$ cat src/mic_hook_consts.svh
// Purpose: constants for the microphone insert and hook-switch detector
// Assumes: APB with 32-bit data, one aligned word per register
// Notes: register offsets are byte addresses
`ifndef MIC_HOOK_CONSTS_SVH
`define MIC_HOOK_CONSTS_SVH
`define ADDR_CTRL 12'h000
`define ADDR_STATUS 12'h004
`define ADDR_MASK 12'h008
`define ADDR_STATE 12'h00C
`define ADDR_DELAY 12'h010
`define CTRL_MIC_POL 0
`define CTRL_HOOK_POL 1
`define CTRL_PIN_SEL 2
`define CTRL_PIN_EN 3
`define FLAG_MIC 0
`define FLAG_HOOK 1
`define HOOK_SAMPLES 8'd10
`define MIC_DELAY_RESET 8'h20
`define SAMPLE_DIV_RESET 8'h04
`define CNT_ONE 8'h01
`define ZERO8 8'h00
`endif

$ cat src/mic_hook_pkg.sv
// Purpose: types for the microphone insert and hook-switch detector
// Assumes: constants come from mic_hook_consts.svh
// Notes: none
package mic_hook_pkg;
   typedef logic [31:0] word_t;
   typedef logic [11:0] addr_t;
endpackage

$ cat src/debounce_if.sv
`timescale 1ns/1ns
`default_nettype none
// Purpose: carries one debouncer's controls and outputs
// Assumes: single pclk domain
// Notes: none
interface debounce_if;
   logic sample_stb;
   logic raw_level;
   logic [7:0] need_count;
   logic steady;
   logic changed;
   modport owner (output sample_stb, output raw_level, output need_count, input steady, input changed);
   modport filter (input sample_stb, input raw_level, input need_count, output steady, output changed);
endinterface
`default_nettype wire

$ cat src/mic_insert_hook_detect.sv
// Our own choices: the APB register port and the address map.
`timescale 1ns/1ns
`default_nettype none
// Purpose: mic insertion and hook-switch detect with sticky flags over APB
// Assumes: mic_present_raw and hook_pressed_raw are comparator outputs on pins
// Notes: status is cleared by reading it
module mic_insert_hook_detect (
   input wire logic pclk,
   input wire logic presetn,
   input wire logic psel,
   input wire logic penable,
   input wire logic pwrite,
   input wire mic_hook_pkg::addr_t paddr,
   input wire mic_hook_pkg::word_t pwdata,
   output logic pready,
   output logic pslverr,
   output mic_hook_pkg::word_t prdata,
   input wire logic mic_present_raw,
   input wire logic hook_pressed_raw,
   output logic irq,
   output logic gpio_state
);
   import mic_hook_pkg::*;
`include "mic_hook_consts.svh"
   typedef struct packed {
      logic [1:0] sync1;
      logic [1:0] sync2;
      logic [3:0] ctrl;
      logic [1:0] status;
      logic [1:0] mask;
      logic [7:0] mic_delay;
      logic [7:0] div_max;
      logic [7:0] div_cnt;
      logic stb;
      logic gpio;
      word_t rdata;
      logic err;
      logic acc_seen;
   } top_s;
   top_s q, d;
   debounce_if mic_if();
   debounce_if hook_if();
   level_debounce u_mic (.pclk(pclk), .presetn(presetn), .dif(mic_if.filter));
   level_debounce u_hook (.pclk(pclk), .presetn(presetn), .dif(hook_if.filter));
   assign mic_if.sample_stb = q.stb;
   assign mic_if.raw_level = q.sync2[0];
   assign mic_if.need_count = q.mic_delay;
   assign hook_if.sample_stb = q.stb;
   assign hook_if.raw_level = q.sync2[1];
   assign hook_if.need_count = `HOOK_SAMPLES;
   logic apb_acc, apb_cap, apb_done, mic_ev, hook_ev;
   always_comb begin
      apb_acc = psel && penable;
      // first access cycle captures read data and error, the second is the pready edge
      apb_cap = apb_acc && !q.acc_seen;
      apb_done = apb_acc && q.acc_seen;
      // polarity 0 catches presence, 1 catches absence
      mic_ev = mic_if.changed && (mic_if.steady != q.ctrl[`CTRL_MIC_POL]);
      hook_ev = hook_if.changed && (hook_if.steady != q.ctrl[`CTRL_HOOK_POL]);
   end
   always_comb begin
      d = q;
      d.sync1 = {hook_pressed_raw, mic_present_raw};
      d.sync2 = q.sync1;
      d.stb = 1'b0;
      if (q.div_cnt >= q.div_max) begin
         d.div_cnt = `ZERO8;
         d.stb = 1'b1;
      end else begin
         d.div_cnt = q.div_cnt + `CNT_ONE;
      end
      d.acc_seen = apb_cap;
      d.rdata = '0;
      d.err = 1'b0;
      if (apb_cap && pwrite) begin
         case (paddr)
            `ADDR_CTRL, `ADDR_MASK, `ADDR_DELAY, `ADDR_STATUS, `ADDR_STATE: d.err = 1'b0;
            default: d.err = 1'b1;
         endcase
      end
      if (apb_cap && !pwrite) begin
         case (paddr)
            `ADDR_CTRL: d.rdata = {28'h0000000, q.ctrl};
            `ADDR_STATUS: d.rdata = {30'h00000000, q.status};
            `ADDR_MASK: d.rdata = {30'h00000000, q.mask};
            `ADDR_STATE: d.rdata = {30'h00000000, hook_if.steady, mic_if.steady};
            `ADDR_DELAY: d.rdata = {16'h0000, q.div_max, q.mic_delay};
            default: d.err = 1'b1;
         endcase
      end
      // writes land on the pready edge only
      if (apb_done && pwrite) begin
         case (paddr)
            `ADDR_CTRL: d.ctrl = pwdata[3:0];
            `ADDR_MASK: d.mask = pwdata[1:0];
            `ADDR_DELAY: begin
               d.mic_delay = (pwdata[7:0] == `ZERO8) ? `CNT_ONE : pwdata[7:0];
               d.div_max = pwdata[15:8];
            end
            default: ;
         endcase
      end
      // the read clears only the flags it reported, so a flag set after capture survives
      if (apb_done && !pwrite && paddr == `ADDR_STATUS) begin
         d.status = q.status & ~q.rdata[`FLAG_HOOK:`FLAG_MIC];
      end
      // a new event wins over the read-clear in the same cycle
      if (mic_ev) begin
         d.status[`FLAG_MIC] = 1'b1;
      end
      if (hook_ev) begin
         d.status[`FLAG_HOOK] = 1'b1;
      end
      d.gpio = q.ctrl[`CTRL_PIN_EN] &&
               (q.ctrl[`CTRL_PIN_SEL] ? hook_if.steady : mic_if.steady);
   end
   always_ff @(posedge pclk or negedge presetn) begin
      if (!presetn) begin
         q <= '0;
         q.mic_delay <= `MIC_DELAY_RESET;
         q.div_max <= `SAMPLE_DIV_RESET;
      end else begin
         q <= d;
      end
   end
   // one wait state: data and error are registered at the first access cycle
   assign pready = apb_done;
   assign prdata = q.rdata;
   assign pslverr = pready && q.err;
   assign irq = |(q.status & q.mask);
   assign gpio_state = q.gpio;

   a_hook_count: assert property (@(posedge pclk) disable iff (!presetn)
      hook_if.changed |-> $past(hook_if.raw_level) == hook_if.steady)
      else $error("hook state changed against the sampled level");
   a_hook_stable: assert property (@(posedge pclk) disable iff (!presetn)
      !hook_if.changed |-> hook_if.steady == $past(hook_if.steady))
      else $error("hook state moved without a change pulse");
   a_mic_stable: assert property (@(posedge pclk) disable iff (!presetn)
      !mic_if.changed |-> mic_if.steady == $past(mic_if.steady))
      else $error("mic state moved without a change pulse");
   a_flag_set: assert property (@(posedge pclk) disable iff (!presetn)
      mic_ev |=> q.status[`FLAG_MIC])
      else $error("mic event did not set its flag");
   a_flag_hold: assert property (@(posedge pclk) disable iff (!presetn)
      q.status[`FLAG_HOOK] && !(apb_done && !pwrite && paddr == `ADDR_STATUS) |=> q.status[`FLAG_HOOK])
      else $error("hook flag dropped without a status read");
   a_polarity_sel: assert property (@(posedge pclk) disable iff (!presetn)
      hook_if.changed && hook_if.steady && !q.ctrl[`CTRL_HOOK_POL] |=> q.status[`FLAG_HOOK])
      else $error("press with polarity 0 raised no flag");
   a_gpio_mirror: assert property (@(posedge pclk) disable iff (!presetn)
      q.ctrl[`CTRL_PIN_EN] && !q.ctrl[`CTRL_PIN_SEL] && $stable(q.ctrl) |=> gpio_state == $past(mic_if.steady))
      else $error("pin does not mirror steady mic state");
   a_rel_count: assert property (@(posedge pclk) disable iff (!presetn)
      hook_if.changed && !hook_if.steady |-> $past(hook_if.raw_level) == 1'b0)
      else $error("release without low samples");
endmodule
`default_nettype wire

$ cat src/level_debounce.sv
`timescale 1ns/1ns
`default_nettype none
// Purpose: successive-sample debouncer for one comparator level
// Assumes: level already synchronised
// Notes: changed pulses one cycle when steady flips
module level_debounce (
   input wire logic pclk,
   input wire logic presetn,
   debounce_if.filter dif
);
`include "mic_hook_consts.svh"
   typedef struct packed {
      logic steady;
      logic changed;
      logic [7:0] count;
   } deb_s;
   deb_s q, d;
   always_comb begin
      d = q;
      d.changed = 1'b0;
      if (dif.sample_stb) begin
         if (dif.raw_level == q.steady) begin
            d.count = `ZERO8;
         end else if (q.count + `CNT_ONE >= dif.need_count) begin
            d.steady = dif.raw_level;
            d.changed = 1'b1;
            d.count = `ZERO8;
         end else begin
            d.count = q.count + `CNT_ONE;
         end
      end
   end
   always_ff @(posedge pclk or negedge presetn) begin
      if (!presetn) begin
         q <= '0;
      end else begin
         q <= d;
      end
   end
   assign dif.steady = q.steady;
   assign dif.changed = q.changed;
endmodule
`default_nettype wire

$ cat config.mk
export PLATFORM = sky130hd
export DESIGN_NAME = mic_insert_hook_detect
export DESIGN_NICKNAME = d
export VERILOG_FILES = /design/src/mic_hook_pkg.sv /design/src/debounce_if.sv /design/src/mic_insert_hook_detect.sv /design/src/level_debounce.sv
export VERILOG_INCLUDE_DIRS = /design/src
export SDC_FILE = /design/constraint.sdc
export NUM_CORES = 1
export LEC_CHECK = 0
export BUFFER_PORTS_ARGS = -buffer_cell sky130_fd_sc_hd__buf_2
export CORE_MARGIN = 2
export CORE_UTILIZATION = 55
export CTS_CLUSTER_SIZE = 28
export DETAILED_ROUTE_END_ITERATION = 10
export PLACE_DENSITY = 0.8
export RECOVER_POWER = 100
export SLEW_MARGIN = 20
export SYNTH_ARGS = -nofsm -noshare
export SYNTH_HDL_FRONTEND = slang
export SYNTH_HIERARCHICAL = 1
export SYNTH_SLANG_ARGS = --single-unit
$ cat constraint.sdc
create_clock -name pclk -period 3 [get_ports pclk]
set_input_delay 0.9 -clock pclk [delete_from_list [all_inputs] [get_ports pclk]]
set_output_delay 0.9 -clock pclk [all_outputs]
set_load 0.02 [all_outputs]
; ---- Word-level counts from Yosys, hierarchy flattened
; Index checks and enable logic that the tools add are counted.
[word_totals]
register_bits = 92
inputBits = 51
[op_classes]
addsub = 3
n_lt_le_gt_ge = 3
eq_ne = 8
n_mux = 22
bitwise = 5
reduce_logical = 25
[op_table]
columns = operator, n
row1 = 16-bit case mux with 5 select lines, 1
row2 = 8-bit two-way mux, 6
row3 = "8-bit by 1-bit adder with 8-bit output, second input constant", 3
row4 = "12-bit by 4-bit == test with 1-bit output, second input constant", 2
row5 = 9-bit two-way mux, 2
row6 = 17-bit two-way mux, 1
row7 = 8-bit >= comparator, 2
row8 = "12-bit by 3-bit == test with 1-bit output, second input constant", 1
row9 = "12-bit by 5-bit == test with 1-bit output, second input constant", 1
row10 = 1-bit logical AND, 12
row11 = 12-bit zero test, 1
row12 = 1-bit two-way mux, 11
row13 = "8-bit by 4-bit >= comparator with 1-bit output, second input constant", 1
row14 = 8-bit zero test, 1
row15 = 2-bit AND reduction, 3
row16 = 3-bit AND reduction, 2
row17 = 5-bit OR reduction, 1
row18 = 2-bit AND, 2
row19 = 2-bit nonzero test, 2
row20 = 1-bit == test, 2
row21 = 1-bit zero test, 2
row22 = 2-bit two-way mux, 1
row23 = 1-bit inequality test, 2
row24 = 1-bit inverter, 2
row25 = 2 further kinds, 2

; ---- Longest topological paths before layout
[logic_depth]
depth_word = 6
depth_mapped = 10
mapped_depth_nobuf = 10

; ---- Modules after synthesis
; Netlist, hierarchy kept.
[by_module_without_submodules]
columns = module, n_inst, cells_each, area_per_inst_um2
row1 = mic_insert_hook_detect, 1, 225, 2735.1
row2 = level_debounce (u_mic), 1, 75, 733.2
row3 = level_debounce (u_hook), 1, 67, 718.2

; ---- Worst setup path after synthesis
; OpenSTA, ideal clock, no wires.
[synth_timing]
path_type = input -> output
from = input psel
to = output pslverr
t_arrival_ns = 1.444
t_required_ns = 2.100
slack_ns = 0.656
path_stages = 2
path_buffers = 0
path_cell_list = and3_1 -> and2_1
[synth_between]
elab_chain_len = 3
[synth_rtl]
columns = element, line
row1 = start: declaration, mic_insert_hook_detect.sv:10  ; input wire logic psel,
row2 = 1-bit logical AND, mic_insert_hook_detect.sv:53  ; apb_acc = psel && penable;
row3 = 1-bit logical AND, mic_insert_hook_detect.sv:56  ; apb_done = apb_acc && q.acc_seen;
row4 = 1-bit logical AND, mic_insert_hook_detect.sv:129  ; assign pslverr = pready && q.err;
row5 = end: declaration, mic_insert_hook_detect.sv:16  ; output logic pslverr,
; No other way between the ends.

; ---- Worst setup path in the final report
[layout_timing]
from = register u_hook/q[0] (netlist bit)
to = register u_hook/q[1] (netlist bit)
[layout_between]
elab_chain_len = 4
[layout_rtl]
columns = element, line
row1 = start: declaration, level_debounce.sv:17  ; deb_s q, d;
row2 = start signal: assignment, level_debounce.sv:35  ; q <= '0;
row3 = start signal: assignment, level_debounce.sv:37  ; q <= d;
row4 = 8-bit by 1-bit adder with 8-bit output (no line) (*), -
row5 = 8-bit by 4-bit >= comparator with 1-bit output, level_debounce.sv:24  ; end else if (q.count + `CNT_ONE >= dif.need_count) begin
row6 = 8-bit two-way mux (*), level_debounce.sv:24
row7 = 8-bit two-way mux (*), level_debounce.sv:22  ; if (dif.raw_level == q.steady) begin
; Every way passes the cells marked *; elsewhere a longest branch is shown, timed or not.
; A chain may end at the register's enable or synchronous reset.

==> flow_summary.toml <==
[detailed_routing]
detailedRoute.firstPassIterationCount = 4
route.met3.wl_um = 290
detailedRoute.firstIterationViolations = 100
ant_nets = 0
drt-met1-wl_mm = 3.42
wire_per_inst_um = 14.2
detailroute.via_count = 2715
dr.max_layer_used = "met4"
avgViaCountPerCell = 5.19
wirelength_mm = 7.44
met2_length_mm = 3.60
remaining_drc_errors = 0

[placed_design]
weighted_congestion_reported_at_the_end_of_routability_driven_placement = 0.778
numPlacedInstances = 507
dp_hpwl_mm = 5.45
port-buffer-count = 54
dp_worst_setup_slack_ps = 403

[critical_path]
timing.critical_path.arrival_ps = 2880
worst-r2r-setup-slack_ps = 400
crit_chain = "and3_1, nand3_1, nor3_1, xor2_1, ha_1, a21oi_1, o21a_1, o41ai_4, nor2_1, a22o_1"
r2r_start = "u_hook/q[0]"
worstSetupPathType = "register to register"
cp.depth = 10
worst_path_max_delay_cell = "sky130_fd_sc_hd__dfrtp_1"
critPathLaunchType = "register"
critical_path.endpoint_type = "register"
number_of_cells_on_the_worst_reg_to_reg_path = 10
critPathMaxFanout = 7
r2r-end = "u_hook/q[1]"
max_incr_delay_on_cp_ps = 460
crit_family = "simple AND/OR/NAND/NOR gates"
worst-endpoint-required_ps = 3280
cp_num_buf_inv = 0

[floorplan]
dieWidth_um = 91.2
io_pins = 87
die_height_um = 91.2
floorplan.core_area_mm2 = 0.00733
core.rowCount = 31
floorplan.initialDensity_pct = 57.1
die_ar_mm2 = 0.00833

[sta]
setup_viol = 0
tightest_slew_ps = 1810
final_min_period_over_clock_period_pct = 86.7
setup_tns_ps = 0
fmax_mhz = 384
rsz0062_at_grt = "no"
timing.final.max_slew_violations = 77
timing_hold_violations_final = 0
hold_ws_ps = 347
clock_skew_ps = 6.06
slew-limit-headroom_pct = -20.4
layout_setup_ws_ps = 399
post-route-min-period_ps = 2600

[synth]
synth_simple_gate_area_share_pct = 13.7
synthCells = 367
synth_async_sr_flop_share_pct = 100
synth_compound_gate_area_share_pct = 8.73
synth_warnings = 6
synth-main-ff-cell = "sky130_fd_sc_hd__dfrtp_1"
synth.mux.area_fraction_pct = 9.59
synth-adder-area-share_pct = 8.07
post_synth_design_cell_area_mm2 = 0.00419
synth-edff-count = 0
synthesized_area_divided_by_synthesized_cell_count_um2 = 11.4
synth_top_family_by_area = "simple AND/OR/NAND/NOR gates"
yosys.area_share.xor_xnor_pct = 4.78
ys_seq_area_share_pct = 45.5
synth.ff_latch_count = 76
post_synth_num_cell_types = 53

[power]
power_per_cell_area_mw_per_mm2 = 506
leakage_power_total_nw = 2.25
vdd.ir_drop.worst_mv = 0.357

[cts]
worst_setup_hold_path_clk_slew_ps = 80
maximum_level_of_the_cts_h_tree = 3
tritoncts_clock_tree = "done"
gates_resized_cts_repair = 0
cts.repair_timing.setup_buffer_count = 0
cts_max_path_buffers = 2
numClockSinks = 76
tritoncts.num_buffers = 9
clk_root_buffer_cell = "sky130_fd_sc_hd__clkbuf_8"
holdBufCountCts = 0
clock_insertion_delay_worst_skew_ps = 340

[global_route]
grt_antenna_before_repair = 0
overflow = 0
grt_first_pass_wirelength_mm = 12.6
grt_max_degree = 77
grt_usage_pct = 19.0
grt_pass1_vias = 2700

[final_layout]
design.final.nets = 497
finalNonFillerCells = 523
most-common-layout-cells = "74 x sky130_fd_sc_hd__dfrtp_1, 31 x sky130_fd_sc_hd__inv_1, 31 x sky130_fd_sc_hd__buf_2"
synthToLayoutAreaGrowth_pct = 8.82
drive_gt1_share_pct = 19.1
antenna_cells = 0
layout_commonest_cell = "sky130_fd_sc_hd__dfrtp_1"

[worst_hold_path]
whs_endpoint = "hook_if.raw_level"
hold-path-cell-count = 0
worst_hold_path_type = "register to register"
worst_hold_startpoint = "d[69]"

[outcome]
status = "complete, but fails checks"
violations = "max-capacitance violations, max-slew violations"

[job]
cap_viol_max_count = 1
## per-stage QoR
| step | util (%) | instance area (um2) | total power, mW |
|---|---|---|---|
| 3_5_place_dp | 60.1 | 4400 | 1.41 |
| 6_report | 62.1 | 4560 | 2.31 |
| 5_1_grt | 62.1 | 4560 | 2.40 |
| 2_1_floorplan | - | 4270 | 1.34 |
| 4_1_cts | 63.3 | 4640 | 2.34 |
| 3_3_place_gp | 60.1 | 4400 | 1.40 |
## worst max path at each step
| stage | from | end |
|---|---|---|
| after floorplan | psel | pslverr |
| after global placement | paddr[7] | q[47] |
| after detailed placement | paddr[1] | q[50] |
| after CTS | u_hook/q[0] | u_hook/dif.steady |
| after global routing | u_hook/q[0] | u_hook/q[2] |
| final | u_hook/q[0] | u_hook/q[1] |
## cell families after synthesis
family,Yosys count
simple gates,99
flops,76
other cells,2
buf+inv,68
xor+xnor,22
mux,31
compound gates,42
fa+ha+maj,27
## cell usage after synthesis (2+ instances only)
| cell type | count | area share [%] |
|---|---|---|
| sky130_fd_sc_hd__a41o_2 | 6 | 1.6 |
| sky130_fd_sc_hd__nand2_1 | 11 | 0.99 |
| sky130_fd_sc_hd__xnor2_1 | 8 | 1.7 |
| sky130_fd_sc_hd__and2_1 | 13 | 1.9 |
| sky130_fd_sc_hd__a31oi_1 | 2 | 0.30 |
| sky130_fd_sc_hd__dfrtp_1 | 74 | 44 |
| sky130_fd_sc_hd__mux2_2 | 13 | 3.5 |
| sky130_fd_sc_hd__nor4_1 | 4 | 0.60 |
| sky130_fd_sc_hd__nand3_1 | 14 | 1.7 |
| sky130_fd_sc_hd__clkbuf_1 | 2 | 0.18 |
| sky130_fd_sc_hd__o21ai_0 | 2 | 0.24 |
| sky130_fd_sc_hd__ha_1 | 27 | 8.1 |
| sky130_fd_sc_hd__o211ai_1 | 2 | 0.36 |
| sky130_fd_sc_hd__o21a_1 | 3 | 0.54 |
| sky130_fd_sc_hd__mux2i_1 | 6 | 1.4 |
| sky130_fd_sc_hd__nor2b_1 | 11 | 1.6 |
| sky130_fd_sc_hd__nand4b_1 | 3 | 0.63 |
| sky130_fd_sc_hd__dfstp_2 | 2 | 1.3 |
| sky130_fd_sc_hd__xor2_1 | 13 | 2.7 |
| sky130_fd_sc_hd__and3_1 | 7 | 1.0 |
| sky130_fd_sc_hd__nor2_1 | 19 | 1.7 |
| sky130_fd_sc_hd__conb_1 | 2 | 0.18 |
| sky130_fd_sc_hd__mux2_4 | 10 | 3.6 |
| sky130_fd_sc_hd__o21ai_1 | 3 | 0.36 |
| sky130_fd_sc_hd__nor2_2 | 2 | 0.30 |
| sky130_fd_sc_hd__mux4_2 | 2 | 1.1 |
| sky130_fd_sc_hd__a21oi_1 | 7 | 0.84 |
| sky130_fd_sc_hd__inv_1 | 31 | 2.8 |
| sky130_fd_sc_hd__buf_4 | 32 | 5.7 |
| sky130_fd_sc_hd__nor3_1 | 3 | 0.36 |
| sky130_fd_sc_hd__buf_2 | 2 | 0.24 |
| sky130_fd_sc_hd__a22o_1 | 10 | 2.1 |
## state kept, by name (all words and copies together), names as in the netlist, 2 cells and up
register,count
q,26
prdata,16
mic_if.need_count,8
u_hook/q,8
u_mic/q,8
d,2
## worst register-to-register path, stage by stage, from the launching register on
cell	delay, ps
sky130_fd_sc_hd__dfrtp_1	460
sky130_fd_sc_hd__and3_1	180
sky130_fd_sc_hd__nand3_1	120
sky130_fd_sc_hd__nor3_1	220
sky130_fd_sc_hd__xor2_1	220
sky130_fd_sc_hd__ha_1	270
sky130_fd_sc_hd__a21oi_1	160
sky130_fd_sc_hd__o21a_1	190
sky130_fd_sc_hd__o41ai_4	110
sky130_fd_sc_hd__nor2_1	390
sky130_fd_sc_hd__a22o_1	210
## per-layer routing
layer	vias up	global-route usage (%)
met5	-	0
li1	1316	-
met2	61	30.9
met3	9	3.07
met4	0	7.20
met1	1329	25.8
## area by class of cell
type | instances | area, um2
clock buffers | 9 | 124
well taps | 99 | 124
flip-flops and latches | 76 | 1900
fillers | 601 | 2780
clock inverters | 7 | 115
multi-input cells | 245 | 1920
repair buffers | 56 | 251
inverters | 31 | 116
## report_power, final
part | total (mW) | switching, mW | internal [mW] | leakage (nW)
registers | 1.09 | 0.0394 | 1.05 | 1.02
logic | 0.289 | 0.162 | 0.126 | 1.11
clock network | 0.925 | 0.376 | 0.549 | 0.115
total | 2.31 | 0.577 | 1.73 | 2.25
(Power assumes the default switching activity.)
